==> src/hw/pcp_defines.svh <==
// constants for the peripheral host port and printer pin front end
// assumes a single 100 MHz clock and a synchronous register strobe port
`ifndef PCP_DEFINES_SVH
`define PCP_DEFINES_SVH

// =====================================================================
// clock and timing
`define PCP_CLK_NS 10
`define PCP_FAST_CYC_NS 100
`define PCP_FAST_CYC ((`PCP_FAST_CYC_NS + `PCP_CLK_NS - 1) / `PCP_CLK_NS)

// =====================================================================
// serial element register offsets
`define PCP_SER_TXD 3'h0
`define PCP_SER_DIV 3'h1
`define PCP_SER_MCR 3'h4
`define PCP_SER_LSR 3'h5
`define PCP_SER_MSR 3'h6

// serial element fields
`define PCP_MCR_DTR 0
`define PCP_MCR_RTS 1
`define PCP_MSR_CTS 4
`define PCP_LSR_BUSY 0
`define PCP_DIV_RST 8'h0f
`define PCP_FRAME_BITS 4'ha

// =====================================================================
// printer port register offsets
`define PCP_PP_DATA 3'h0
`define PCP_PP_STAT 3'h1
`define PCP_PP_CTRL 3'h2
`define PCP_PP_FADDR 3'h3
`define PCP_PP_FDATA 3'h4
`define PCP_PP_MUX 3'h7

// printer control fields
`define PCP_CTL_STB 0
`define PCP_CTL_AFD 1
`define PCP_CTL_INIT 2
`define PCP_CTL_PRINTER_SELECT_IN 3
`define PCP_CTL_DIR 5
`define PCP_CTL_FAST 6
`define PCP_MUX_COMPAT 0

// port select codes
`define PCP_SEL_S0 2'h0
`define PCP_SEL_S1 2'h1
`define PCP_SEL_PP 2'h2
`define PCP_SEL_NONE 2'h3

`endif

==> src/hw/pcp_pkg.sv <==
// types shared by the peripheral host port design
// assumes pcp_defines.svh for all numeric constants
package pcp_pkg;

    typedef struct packed {
        logic [1:0] mcr;
        logic [7:0] div;
        logic [9:0] shift;
        logic [3:0] bits_left;
        logic [7:0] baud_cnt;
        logic [7:0] last_tx;
    } pcp_ser_s;

    typedef enum logic [1:0] {
        PCP_FIDLE = 2'b00,
        PCP_FWRITE = 2'b01,
        PCP_FREAD = 2'b10
    } pcp_fast_e;

    typedef struct packed {
        pcp_ser_s [1:0] ser;
        logic [1:0] cts_s1;
        logic [1:0] cts_s2;
        logic [13:0] pin_s1;
        logic [13:0] pin_s2;
        logic rts0_s1;
        logic rts0_s2;
        logic low_volt;
        logic [7:0] pdata;
        logic [7:0] ctrl;
        logic mux_compat;
        pcp_fast_e fstate;
        logic faddr;
        logic [7:0] fcnt;
        logic [7:0] rd_data;
        logic rd_oe;
    } pcp_state_s;

endpackage : pcp_pkg

==> src/hw/pcp_host_pins.sv <==
// pin front end: host register port, two serial elements, printer port
// assumes host strobes are synchronous to mclk; printer and modem pins
// are asynchronous and pass two flip-flops first
`timescale 1ns/10ps
`default_nettype none
`include "pcp_defines.svh"

// Notes on behaviour
// - rts output follows modem control bit 1
// - rts0 pin sampled in reset selects thresholds
// - clear-to-send shown in modem status bit 4
// - data bit 0 goes first on serial line
// - three address bits pick register of port
// - write strobe stores data into addressed register
// - read strobe returns addressed register on data
// - selects 0,1,2 pick serial 0, 1, printer
// - data lines driven only while returning read data
// - reset idles serial activity until software resumes
// - reset forces interrupt multiplexer non-compatible mode
// - normal mode strobe latches printer data
// - fast mode strobe low write, high read
// - normal mode autofeed advances form paper
// - fast mode autofeed low during data cycle
// - initialize line starts printer initialization
// - normal mode select-in selects printer
// - fast mode select-in low during address cycle
// - printer data lines work both directions
// - direction enable low forces data lines out, except during a fast mode read cycle
// - reset forces serial outputs to marking
// - dtr output follows modem control bit 0
module pcp_host_pins
    import pcp_pkg::*;
(
    input wire logic mclk,
    input wire logic nrst,
    input wire logic [2:0] host_addr,
    input wire logic [7:0] host_data_in,
    output logic [7:0] host_data_out,
    output logic host_data_oe,
    input wire logic host_write_strobe,
    input wire logic host_read_strobe,
    input wire logic port_select_0,
    input wire logic port_select_1,
    input wire logic port_select_2,
    output logic [1:0] serial_data_output,
    output logic [1:0] dtr,
    output logic rts1,
    input wire logic rts0_in,
    output logic rts0_out,
    output logic rts0_oe,
    input wire logic [1:0] cts,
    output logic low_voltage_mode,
    output logic interrupt_multiplexer_compat,
    input wire logic direction_enable_input,
    input wire logic [7:0] printer_data_in,
    output logic [7:0] printer_data_out,
    output logic printer_data_oe,
    output logic printer_strobe_n,
    output logic printer_autofeed_n,
    output logic printer_init_n,
    output logic printer_select_in_n,
    input wire logic printer_ack_n,
    input wire logic printer_busy,
    input wire logic printer_paper_empty,
    input wire logic printer_selected,
    input wire logic printer_error_n
);

    // =================================================================
    // helpers
    function automatic logic [1:0] pcp_sel(input logic s0, input logic s1,
                                           input logic s2);
        if (s0)
        begin
            return `PCP_SEL_S0;
        end
        else if (s1)
        begin
            return `PCP_SEL_S1;
        end
        else if (s2)
        begin
            return `PCP_SEL_PP;
        end
        return `PCP_SEL_NONE;
    endfunction : pcp_sel

    function automatic pcp_ser_s pcp_ser_reset();
        pcp_ser_s s;
        s = '0;
        s.div = `PCP_DIV_RST;
        s.shift = '1;
        return s;
    endfunction : pcp_ser_reset

    // =================================================================
    // serial element helpers, shared by both elements
    function automatic pcp_ser_s pcp_ser_tick(input pcp_ser_s s);
        pcp_ser_s r;
        r = s;
        if (s.bits_left != 4'h0)
        begin
            if (s.baud_cnt == s.div)
            begin
                r.baud_cnt = 8'h00;
                r.shift = {1'b1, s.shift[9:1]};
                r.bits_left = s.bits_left - 4'h1;
            end
            else
            begin
                r.baud_cnt = s.baud_cnt + 8'h01;
            end
        end
        return r;
    endfunction : pcp_ser_tick

    function automatic pcp_ser_s pcp_ser_load(input pcp_ser_s s,
                                              input logic [7:0] d);
        pcp_ser_s r;
        r = s;
        r.last_tx = d;
        // start bit low, data lsb first, stop bit high
        r.shift = {1'b1, d, 1'b0};
        r.bits_left = `PCP_FRAME_BITS;
        r.baud_cnt = 8'h00;
        return r;
    endfunction : pcp_ser_load

    function automatic logic [7:0] pcp_ser_read(input pcp_ser_s s,
                                                input logic cts_bit,
                                                input logic [2:0] a);
        logic [7:0] d;
        d = 8'h00;
        unique case (a)
            `PCP_SER_TXD: d = s.last_tx;
            `PCP_SER_DIV: d = s.div;
            `PCP_SER_MCR: d = {6'h00, s.mcr};
            `PCP_SER_LSR: d = {7'h00, s.bits_left != 4'h0};
            `PCP_SER_MSR: d = 8'(cts_bit) << `PCP_MSR_CTS;
            default: d = 8'h00;
        endcase
        return d;
    endfunction : pcp_ser_read

    // =================================================================
    // fast printer cycle start, shared by reads and writes
    function automatic pcp_state_s pcp_fast_start(input pcp_state_s s,
                                                  input pcp_fast_e kind,
                                                  input logic [2:0] a);
        pcp_state_s r;
        r = s;
        // outside fast mode these offsets are plain data moves
        if (s.ctrl[`PCP_CTL_FAST])
        begin
            r.fstate = kind;
            r.faddr = (a == `PCP_PP_FADDR);
            // a new access restarts a running cycle rather than queueing
            r.fcnt = 8'(`PCP_FAST_CYC - 1);
        end
        return r;
    endfunction : pcp_fast_start

    // =================================================================
    // state
    pcp_state_s st_r;
    pcp_state_s st_nxt;
    logic [1:0] sel;
    logic [7:0] pd_pins;
    logic dir_en;

    assign sel = pcp_sel(port_select_0, port_select_1, port_select_2);
    assign pd_pins = st_r.pin_s2[7:0];
    assign dir_en = st_r.pin_s2[8];

    always_comb
    begin
        st_nxt = st_r;
        st_nxt.cts_s1 = cts;
        st_nxt.cts_s2 = st_r.cts_s1;
        st_nxt.pin_s1 = {printer_selected, printer_ack_n, printer_busy,
                         printer_paper_empty,
                         printer_error_n, direction_enable_input,
                         printer_data_in};
        st_nxt.pin_s2 = st_r.pin_s1;
        st_nxt.rts0_s1 = rts0_in;
        st_nxt.rts0_s2 = st_r.rts0_s1;
        st_nxt.rd_oe = 1'b0;
        st_nxt.rd_data = 8'h00;

        // =============================================================
        // serial transmitters shift out lsb first at the divisor rate
        for (int i = 0; i < 2; i++)
        begin
            st_nxt.ser[i] = pcp_ser_tick(st_r.ser[i]);
        end

        // =============================================================
        // fast mode bus cycle timer
        if (st_r.fstate != PCP_FIDLE)
        begin
            if (st_r.fcnt == 8'h00)
            begin
                st_nxt.fstate = PCP_FIDLE;
            end
            else
            begin
                st_nxt.fcnt = st_r.fcnt - 8'h01;
            end
        end

        // =============================================================
        // register writes; no select means nothing changes
        if (host_write_strobe && sel != `PCP_SEL_NONE)
        begin
            if (sel == `PCP_SEL_PP)
            begin
                unique case (host_addr)
                    `PCP_PP_DATA: st_nxt.pdata = host_data_in;
                    `PCP_PP_CTRL: st_nxt.ctrl = host_data_in;
                    `PCP_PP_MUX:
                        st_nxt.mux_compat = host_data_in[`PCP_MUX_COMPAT];
                    `PCP_PP_FADDR, `PCP_PP_FDATA:
                    begin
                        st_nxt.pdata = host_data_in;
                        st_nxt = pcp_fast_start(st_nxt, PCP_FWRITE,
                                                host_addr);
                    end
                    default: ;
                endcase
            end
            else
            begin
                unique case (host_addr)
                    `PCP_SER_TXD:
                    begin
                        // a write while busy restarts the frame
                        st_nxt.ser[sel[0]] = pcp_ser_load(
                            st_r.ser[sel[0]], host_data_in);
                    end
                    `PCP_SER_DIV: st_nxt.ser[sel[0]].div = host_data_in;
                    `PCP_SER_MCR: st_nxt.ser[sel[0]].mcr = host_data_in[1:0];
                    default: ;
                endcase
            end
        end

        // =============================================================
        // register reads, returned the next cycle only
        if (host_read_strobe && sel != `PCP_SEL_NONE)
        begin
            st_nxt.rd_oe = 1'b1;
            if (sel == `PCP_SEL_PP)
            begin
                unique case (host_addr)
                    `PCP_PP_DATA:
                        st_nxt.rd_data = printer_data_oe ? st_r.pdata
                                                         : pd_pins;
                    `PCP_PP_STAT: st_nxt.rd_data = {st_r.pin_s2[12:9],
                                                    st_r.pin_s2[13],
                                                    3'h0};
                    `PCP_PP_CTRL: st_nxt.rd_data = st_r.ctrl;
                    `PCP_PP_MUX: st_nxt.rd_data = {7'h00, st_r.mux_compat};
                    `PCP_PP_FADDR, `PCP_PP_FDATA:
                    begin
                        // fast reads return the pins as they stand now
                        st_nxt.rd_data = pd_pins;
                        st_nxt = pcp_fast_start(st_nxt, PCP_FREAD,
                                                host_addr);
                    end
                    default: st_nxt.rd_data = 8'h00;
                endcase
            end
            else
            begin
                st_nxt.rd_data = pcp_ser_read(st_r.ser[sel[0]],
                                              st_r.cts_s2[sel[0]],
                                              host_addr);
            end
        end
    end

    // =================================================================
    // state register; synchronous reset keeps the strap pair running

    always_ff @(posedge mclk)
    begin
        if (!nrst)
        begin
            st_r <= '0;
            st_r.ser <= {pcp_ser_reset(), pcp_ser_reset()};
            st_r.ctrl <= 8'h00;
            // the strap keeps being sampled for the whole reset
            st_r.low_volt <= ~st_r.rts0_s2;
            st_r.rts0_s1 <= rts0_in;
            st_r.rts0_s2 <= st_r.rts0_s1;
        end
        else
        begin
            st_r <= st_nxt;
        end
    end

    // =================================================================
    // pin drive
    always_comb
    begin
        logic fast;
        logic fbusy;
        fast = st_r.ctrl[`PCP_CTL_FAST];
        fbusy = (st_r.fstate != PCP_FIDLE);
        host_data_out = st_r.rd_data;
        host_data_oe = st_r.rd_oe;
        for (int i = 0; i < 2; i++)
        begin
            serial_data_output[i] = st_r.ser[i].shift[0];
            dtr[i] = st_r.ser[i].mcr[`PCP_MCR_DTR];
        end
        rts1 = st_r.ser[1].mcr[`PCP_MCR_RTS];
        rts0_out = st_r.ser[0].mcr[`PCP_MCR_RTS];
        // pin released in reset so the strap can be read
        rts0_oe = nrst;
        low_voltage_mode = st_r.low_volt;
        interrupt_multiplexer_compat = st_r.mux_compat;
        printer_data_out = st_r.pdata;
        if (fast && fbusy)
        begin
            printer_data_oe = (st_r.fstate == PCP_FWRITE);
        end
        else
        begin
            printer_data_oe = !dir_en || !st_r.ctrl[`PCP_CTL_DIR];
        end
        printer_init_n = !st_r.ctrl[`PCP_CTL_INIT];
        if (fast)
        begin
            // idle reads as a read so the strobe rests high
            printer_strobe_n = (st_r.fstate != PCP_FWRITE);
            printer_autofeed_n = !(fbusy && !st_r.faddr);
            printer_select_in_n = !(fbusy && st_r.faddr);
        end
        else
        begin
            printer_strobe_n = !st_r.ctrl[`PCP_CTL_STB];
            printer_autofeed_n = !st_r.ctrl[`PCP_CTL_AFD];
            printer_select_in_n = !st_r.ctrl[`PCP_CTL_PRINTER_SELECT_IN];
        end
    end

endmodule : pcp_host_pins
`default_nettype wire

==> config.mk <==
export PLATFORM = sky130hd
export DESIGN_NAME = pcp_host_pins
export DESIGN_NICKNAME = d
export VERILOG_FILES = /design/src/hw/pcp_pkg.sv /design/src/hw/pcp_host_pins.sv
export VERILOG_INCLUDE_DIRS = /design/src /design/src/hw
export SDC_FILE = /design/constraint.sdc
export NUM_CORES = 1
export LEC_CHECK = 0
export BUFFER_PORTS_ARGS = -buffer_cell sky130_fd_sc_hd__buf_2
export CAP_MARGIN = 5
export CORE_MARGIN = 5
export CORE_UTILIZATION = 54
export DETAILED_ROUTE_END_ITERATION = 7
export PLACE_DENSITY = 0.74
export SYNTH_ARGS = -nofsm -noshare
export SYNTH_HDL_FRONTEND = slang
export SYNTH_SLANG_ARGS = --single-unit
==> constraint.sdc <==
create_clock -name mclk -period 1.94 [get_ports mclk]
set_clock_uncertainty 0.1 [all_clocks]
set_input_delay 0.194 -clock mclk [delete_from_list [all_inputs] [get_ports mclk]]
set_output_delay 0.194 -clock mclk [all_outputs]
set_load 0.05 [all_outputs]
==> results of run 1 <==
## worst max-delay path by stage
stage	from	to	slack (ns)	cells after the start
after floorplan	st_r[18]$_SDFF_PN0_	host_data_out[6]$_SDFF_PN0_	0.03	6
after global placement	host_addr[0]	host_data_out[5]$_SDFF_PN0_	0.08	8
after detailed placement	st_r[128]$_SDFF_PN0_	st_r[129]$_SDFF_PN0_	-0.0007	8
after CTS	st_r[19]$_SDFF_PN0_	printer_autofeed_n	0.002	4
after global routing	st_r[88]$_SDFF_PN0_	st_r[86]$_SDFF_PN0_	-0.006	7
final	st_r[19]$_SDFF_PN0_	printer_autofeed_n	0.05	4
## placed cells by master, fill, tap and decap left out, types with 19 or more instances in the layout
cell type	n
sky130_fd_sc_hd__or3_1	19
sky130_fd_sc_hd__nand2_1	81
sky130_fd_sc_hd__buf_4	73
sky130_fd_sc_hd__dfxtp_1	150
sky130_fd_sc_hd__a21oi_1	46
sky130_fd_sc_hd__buf_2	62
sky130_fd_sc_hd__nor3_1	23
sky130_fd_sc_hd__dlygate4sd3_1	20
sky130_fd_sc_hd__mux2i_1	50
sky130_fd_sc_hd__and2_1	37
sky130_fd_sc_hd__o21ai_0	25
sky130_fd_sc_hd__nor2_1	53
## metal layers
metal	share of wire	GRT usage	up-vias
met5	0	0	-
met4	0.021	0.09800	0
met3	0.081	0.07247	39
met2	0.47	0.4084	261
met1	0.43	0.3366	3030
li1	-	-	3014
## report_power, final
part | internal, mW | leakage (nW) | switching (mW) | total, mW
Sequential | 3.18 | 1.24 | 0.0351 | 3.22
Combinational | 0.214 | 2.05 | 0.325 | 0.540
Clock | 1.96 | 0.299 | 1.45 | 3.40
## repair_timing
item	CTS	global route
setup buffers	0	1
setup endpoints to repair	4	24
gates cloned	0	0
endpoints found under the hold margin	23	0
resized for setup	5	12
hold buffers	20	0
pin swaps	0	2
## layout make-up
class | instances | area share
well taps | 172 | 0.02473
flip-flops and latches | 152 | 0.3509
inverters | 20 | 0.009057
multi-input cells | 554 | 0.4194
clock buffers | 18 | 0.04931
clock inverters | 14 | 0.02013
repair buffers | 158 | 0.1265
## kinds of logic after synthesis
kind of cell | synth area share
buffers and inverters | 0.06362
adder cells (fa/ha/maj) | 0.01057
AND/OR/NAND/NOR | 0.2244
flip-flops | 0.4300
multiplexers | 0.07843
XOR/XNOR | 0.04071
AO/OA/AOI/OAI | 0.1523
## critical path: stages, from the launching register on
cell and delay, ns:
sky130_fd_sc_hd__dfxtp_1 0.32, sky130_fd_sc_hd__buf_4 0.15, sky130_fd_sc_hd__or2_2 0.30, sky130_fd_sc_hd__a31oi_1 0.16, sky130_fd_sc_hd__buf_4 0.23
==> parameters.txt, run 1 <==
Parameter                              Value

Timing
  Clock period minus final worst setup slack    1.890 ns
  Worst Setup Slack, final    0.04955 ns
  Maximum frequency from static timing analysis    0.5290 GHz
  Final Slew Violations    0
  Slew at the pin closest to its max-slew limit    0.5343 ns
  Fin Hold WS    0.01547 ns
  Share of the clock period used by the worst path after layout    0.9745
  Number of hold-slack violations in the final timing report    0
  Max transition margin    0.6405
  Final-report setup violation count    0
  Setup TNS    0 ns

Critical path
  End of the worst register-to-register path    st_r[86]$_SDFF_PN0_
  FF-to-FF setup slack    0.05 ns
  Origin of the critical flop-to-flop path    st_r[88]$_SDFF_PN0_
  Number of cell instances on the worst register-to-register path    7
  Category of the worst setup path launch point    flop
  Data required time at the worst endpoint    1.65 ns
  Worst Path Max Fanout    5
  Arrival time at the worst endpoint    1.60 ns
  Critical path start-end classification    reg2out
  Endpoint type of the worst setup path    primary output

Cells and area
  Final net count    944
  Non-filler instance count after layout    1088
  # diodes    0
  Layout cell share with drive strength beyond 1    0.2238
  Area Overhead vs Synth    22.59%
  Final Cell Area    0.008703 sq mm
  Multi-input gate area    0.003650 sq mm
  Fraction of the core area covered by cells at the end of the flow    0.6814
  Combined flip-flop and latch cell area    0.003054 sq mm
  Filler cells    988

Detailed routing
  DRC violations left    0
  Post-detailed-route count of antenna-violating nets    0
  TritonRoute pass-1 iters    5
  Wirelength, routed    19840 microns
  Number of DRC violations after detailed-routing iteration 0    604
  Number of vias per cell after detailed routing    5.831
  Detailed-route wire length per cell    18.24 microns
  Vias after detailed routing    6344

Power and ir drop
  Total Power    7.160 mW
  LEAKAGE    3.582 nW
  Total power per unit cell area    822.7 mW/mm^2
  Maximum vdd ir drop    0.6574 mV

Logic synthesis
  Number of flops mapped to enable cells by yosys    1
  Library cell with the largest summed area after synthesis    sky130_fd_sc_hd__dfxtp_1
  Cells taking the most area after synthesis    sky130_fd_sc_hd__dfxtp_1 (43%), sky130_fd_sc_hd__mux2i_1 (7.0%), sky130_fd_sc_hd__nand2_1 (4.3%), sky130_fd_sc_hd__and2_1 (3.3%), sky130_fd_sc_hd__a21oi_1 (3.2%)
  Cell variety after synth    68
  Number of instances in the synthesized netlist    798
  Netlist Area Pre-Place    0.007099 sq mm
  Number of nets in the synthesized netlist    839
  Predominant post-synthesis flop cell    sky130_fd_sc_hd__dfxtp_1
  Synthesis Warnings    0
  Post-synthesis sequential area ratio    0.4300
  Area fraction of the dominant cell type after synthesis    0.4258
  Average size of a mapped cell    8.896 sq um
  Top cells by count, synth    sky130_fd_sc_hd__dfxtp_1 (151), sky130_fd_sc_hd__nand2_1 (81), sky130_fd_sc_hd__nor2_1 (53), sky130_fd_sc_hd__mux2i_1 (50), sky130_fd_sc_hd__a21oi_1 (46)
  Cell with the most instances after synthesis    sky130_fd_sc_hd__dfxtp_1
  Flop and latch count out of synthesis    152
  Async S/R FF share, synth    0

Global routing
  Largest net degree at the start of global routing    64
  Vias in the first global route    6394
  First-pass GRT wire length    32660 microns
  Overall overflow remaining after global route    0
  GR Util All Layers    0.2585
  Number of antenna violations at the first check in global routing    0

Placed design
  Cell area after placement    0.007829 sq mm
  Port Buffer Count    65
  Placed Cells incl. Taps    1035
  Placer Congestion    1.009
  HPWL after DPL    14170 microns
  Post-place setup slack    -0.0007181 ns

Floorplan
  Height of the die    124.7 microns
  Width of the chip    124.7 microns
  Count of standard-cell rows    41
  Area of the core    0.01277 sq mm
  Starting utilization of the core area    0.5558
  Floorplan die area    0.01554 sq mm
  Total I/O pin count    66

Status
  Status    completed

CTS
  Maximum level of the CTS H-tree    4
  Total number of clock tree sinks    152
  Clock transition at path regs    0.06 ns
  Total clock buffers created by CTS    17
  Max Root-Sink Buffers    2
  CTS tree    yes
  CTS Root Buffer Type    sky130_fd_sc_hd__clkbuf_16
  Later-pin clock latency in the skew report    0.43 ns

Min path
  Startpoint of the most critical hold path    host_data_in[5]
  Worst-case hold path end point    st_r[117]$_SDFFE_PN0P_
  Class of the tightest hold or removal check    in2reg
  Worst hold path stage count    3

Job
  Max-cap violation count    0
(Power assumes the default switching activity.)
==> run 2: changes to the inputs <==
--- a/config.mk
+++ b/config.mk
@@ -9,9 +9,9 @@
 export BUFFER_PORTS_ARGS = -buffer_cell sky130_fd_sc_hd__buf_2
 export CAP_MARGIN = 5
 export CORE_MARGIN = 5
-export CORE_UTILIZATION = 54
+export CORE_UTILIZATION = 59
 export DETAILED_ROUTE_END_ITERATION = 7
-export PLACE_DENSITY = 0.74
+export PLACE_DENSITY = 0.77
 export SYNTH_ARGS = -nofsm -noshare
 export SYNTH_HDL_FRONTEND = slang
 export SYNTH_SLANG_ARGS = --single-unit
==> constraint.sdc (replaced) <==
create_clock -name mclk -period 1.98 [get_ports mclk]
set_clock_uncertainty 0.1 [all_clocks]
set_input_delay 0.198 -clock mclk [delete_from_list [all_inputs] [get_ports mclk]]
set_output_delay 0.198 -clock mclk [all_outputs]
set_load 0.05 [all_outputs]
==> parameters.txt, run 2 (synthesized netlist as in run 1, its figures left out) <==
Parameter                              Value

CTS
  CTS tree    yes (unchanged)
  Total number of clock tree sinks    152 (unchanged)
  Total clock buffers created by CTS    17 (unchanged)
  CTS Root Buffer Type    sky130_fd_sc_hd__clkbuf_16 (unchanged)
  Maximum level of the CTS H-tree    4 (unchanged)
  Later-pin clock latency in the skew report    0.42 ns (was 0.43 ns)
  Clock transition at path regs    0.06 ns (about the same)
  Max Root-Sink Buffers    2 (unchanged)

Cells and area
  Final net count    932 (was 944)
  Non-filler instance count after layout    1051 (was 1088)
  Area Overhead vs Synth    21.15% (was 22.59%)
  Fraction of the core area covered by cells at the end of the flow    0.7221 (was 0.6814)
  # diodes    0 (unchanged)
  Leading cell type in the layout, fill and taps excluded    sky130_fd_sc_hd__dfxtp_1 (unchanged)
  Layout cell share with drive strength beyond 1    0.2135 (was 0.2238)
  Leading cell types in the layout, fill and taps excluded    sky130_fd_sc_hd__dfxtp_1 (149), sky130_fd_sc_hd__nand2_1 (81), sky130_fd_sc_hd__buf_2 (64) (was sky130_fd_sc_hd__dfxtp_1 (150), sky130_fd_sc_hd__nand2_1 (81), sky130_fd_sc_hd__buf_4 (73))

Global routing
  First-pass GRT wire length    31970 microns (was 32660 microns)
  Largest net degree at the start of global routing    64 (unchanged)
  Overall overflow remaining after global route    0 (unchanged)
  Vias in the first global route    6371 (was 6394)
  GR Util All Layers    0.2765 (was 0.2585)
  Number of antenna violations at the first check in global routing    0 (unchanged)

Timing
  Maximum frequency from static timing analysis    0.5307 GHz
  Worst Setup Slack, final    0.09563 ns (was 0.04955 ns)
  Number of hold-slack violations in the final timing report    0 (unchanged)
  Max transition margin    0.6349 (was 0.6405)
  Slew at the pin closest to its max-slew limit    0.5427 ns (was 0.5343 ns)
  Share of the clock period used by the worst path after layout    0.9517
  Setup TNS    0 ns (unchanged)
  Final Slew Violations    0 (unchanged)
  Unrepaired setup endpoints after global routing    no
  Fin Hold WS    0.007629 ns (was 0.01547 ns)
  Final-report setup violation count    0 (unchanged)
  Clock period minus final worst setup slack    1.884 ns

Detailed routing
  Wirelength, routed    19480 microns (was 19840 microns)
  Post-detailed-route count of antenna-violating nets    0 (unchanged)
  Number of vias per cell after detailed routing    6.078 (was 5.831)
  Vias after detailed routing    6388 (was 6344)
  DRC violations left    0 (unchanged)
  TritonRoute pass-1 iters    7 (was 5)
  Detailed-route wire length per cell    18.53 microns (was 18.24 microns)
  Number of DRC violations after detailed-routing iteration 0    652 (was 604)

Critical path
  Maximum single-stage delay on the critical path    0.38 ns (was 0.32 ns)
  Slowest cell on the critical path    sky130_fd_sc_hd__dfxtp_2 (was sky130_fd_sc_hd__dfxtp_1)
  Cell-by-cell trace of the critical path    nand2_1 -> a32o_2 -> inv_1 -> buf_4 -> buf_6 (was buf_4 -> or2_2 -> a31oi_1 -> buf_4)
  Arrival time at the worst endpoint    1.59 ns (was 1.60 ns)
  Endpoint type of the worst setup path    primary output (unchanged)
  Worst Path Buf+Inv    3 (was 2)
  Category of the worst setup path launch point    flop (unchanged)
  Data required time at the worst endpoint    1.68 ns (was 1.65 ns)
  Worst Path Max Fanout    6 (was 5)
  Kind of cell with the highest combined delay on the critical path    buffers and inverters (unchanged)
  Critical path start-end classification    reg2out (unchanged)

Floorplan
  Starting utilization of the core area    0.5960 (was 0.5558)
  Height of the die    119.7 microns (was 124.7 microns)
  Area of the core    0.01191 sq mm (was 0.01277 sq mm)
  Total I/O pin count    66 (unchanged)
  Count of standard-cell rows    40 (was 41)
  Width of the chip    119.7 microns (was 124.7 microns)
  Floorplan die area    0.01433 sq mm (was 0.01554 sq mm)

Power and ir drop
  LEAKAGE    3.547 nW (was 3.582 nW)
  Maximum vdd ir drop    0.7516 mV (was 0.6574 mV)
  Total power per unit cell area    817.0 mW/mm^2 (was 822.7 mW/mm^2)

Min path
  Class of the tightest hold or removal check    in2reg (unchanged)

Placed design
  HPWL after DPL    13640 microns (was 14170 microns)
  Placed Cells incl. Taps    998 (was 1035)
  Placer Congestion    0.9589 (was 1.009)
  Port Buffer Count    65 (unchanged)
  Post-place setup slack    -0.02308 ns (was -0.0007181 ns)

Status
  Status    completed (unchanged)

Job
  Max-cap violation count    0 (unchanged)
-- run 2: area by class of cell --
type                    instances  area, sq um
clock inverters                15        191.4
well taps                     147        183.9
multi-input cells             554         3635
fillers                       858         3311
repair buffers                146         1035
flip-flops and latches        152         3055
inverters                      20        75.07
clock buffers                  17        425.4
-- run 2: power breakdown --
group	leakage [nW]	total [mW]	internal (mW)	switching, mW
clock network	0.299	3.36	2.01	1.34
logic	2.01	0.521	0.205	0.316
registers	1.24	3.15	3.12	0.0322
-- run 2: metal layers --
metal / track usage / vias to the layer above / wire length (microns)
li1: - / 3000 / -
met1: 0.3609 / 3058 / 8334
met2: 0.4502 / 295 / 9208
met3: 0.07116 / 35 / 1549
met4: 0.08733 / 0 / 383
met5: 0 / - / 0
-- run 2: worst min-delay path, stage by stage --
cell and delay (ns):
sky130_fd_sc_hd__buf_2 0.10, sky130_fd_sc_hd__a21oi_1 0.06, sky130_fd_sc_hd__o22ai_1 0.12
-- run 2: worst paths after layout --
kind	start	end	slack [ns]	depth (start not counted)
setup / recovery	st_r[27]$_SDFF_PN0_	printer_data_oe	0.1	5
hold / removal	host_read_strobe	st_r[17]$_SDFF_PN0_	0.008	3
setup reg to reg	st_r[129]$_SDFF_PN0_	st_r[126]$_SDFF_PN0_	0.1	8
hold reg to reg	st_r[39]$_DFF_P_	st_r[38]$_DFF_P_	0.23	0
-- run 2: what timing repair did --
action,CTS,global route
endpoints found under the setup margin,4,17
gates resized for setup,5,6
setup buffers,0,3
endpoints found under the hold margin,19,0
hold buffers,18,0
pin swaps,0,2
-- run 2: stage by stage --
step | total power, mW | area, sq um
2_1_floorplan | 3.508 | 7099
3_3_place_gp | 3.682 | 7741
3_5_place_dp | 3.695 | 7741
4_1_cts | 7.049 | 8546
5_1_grt | 7.253 | 8601
6_report | 7.027 | 8601
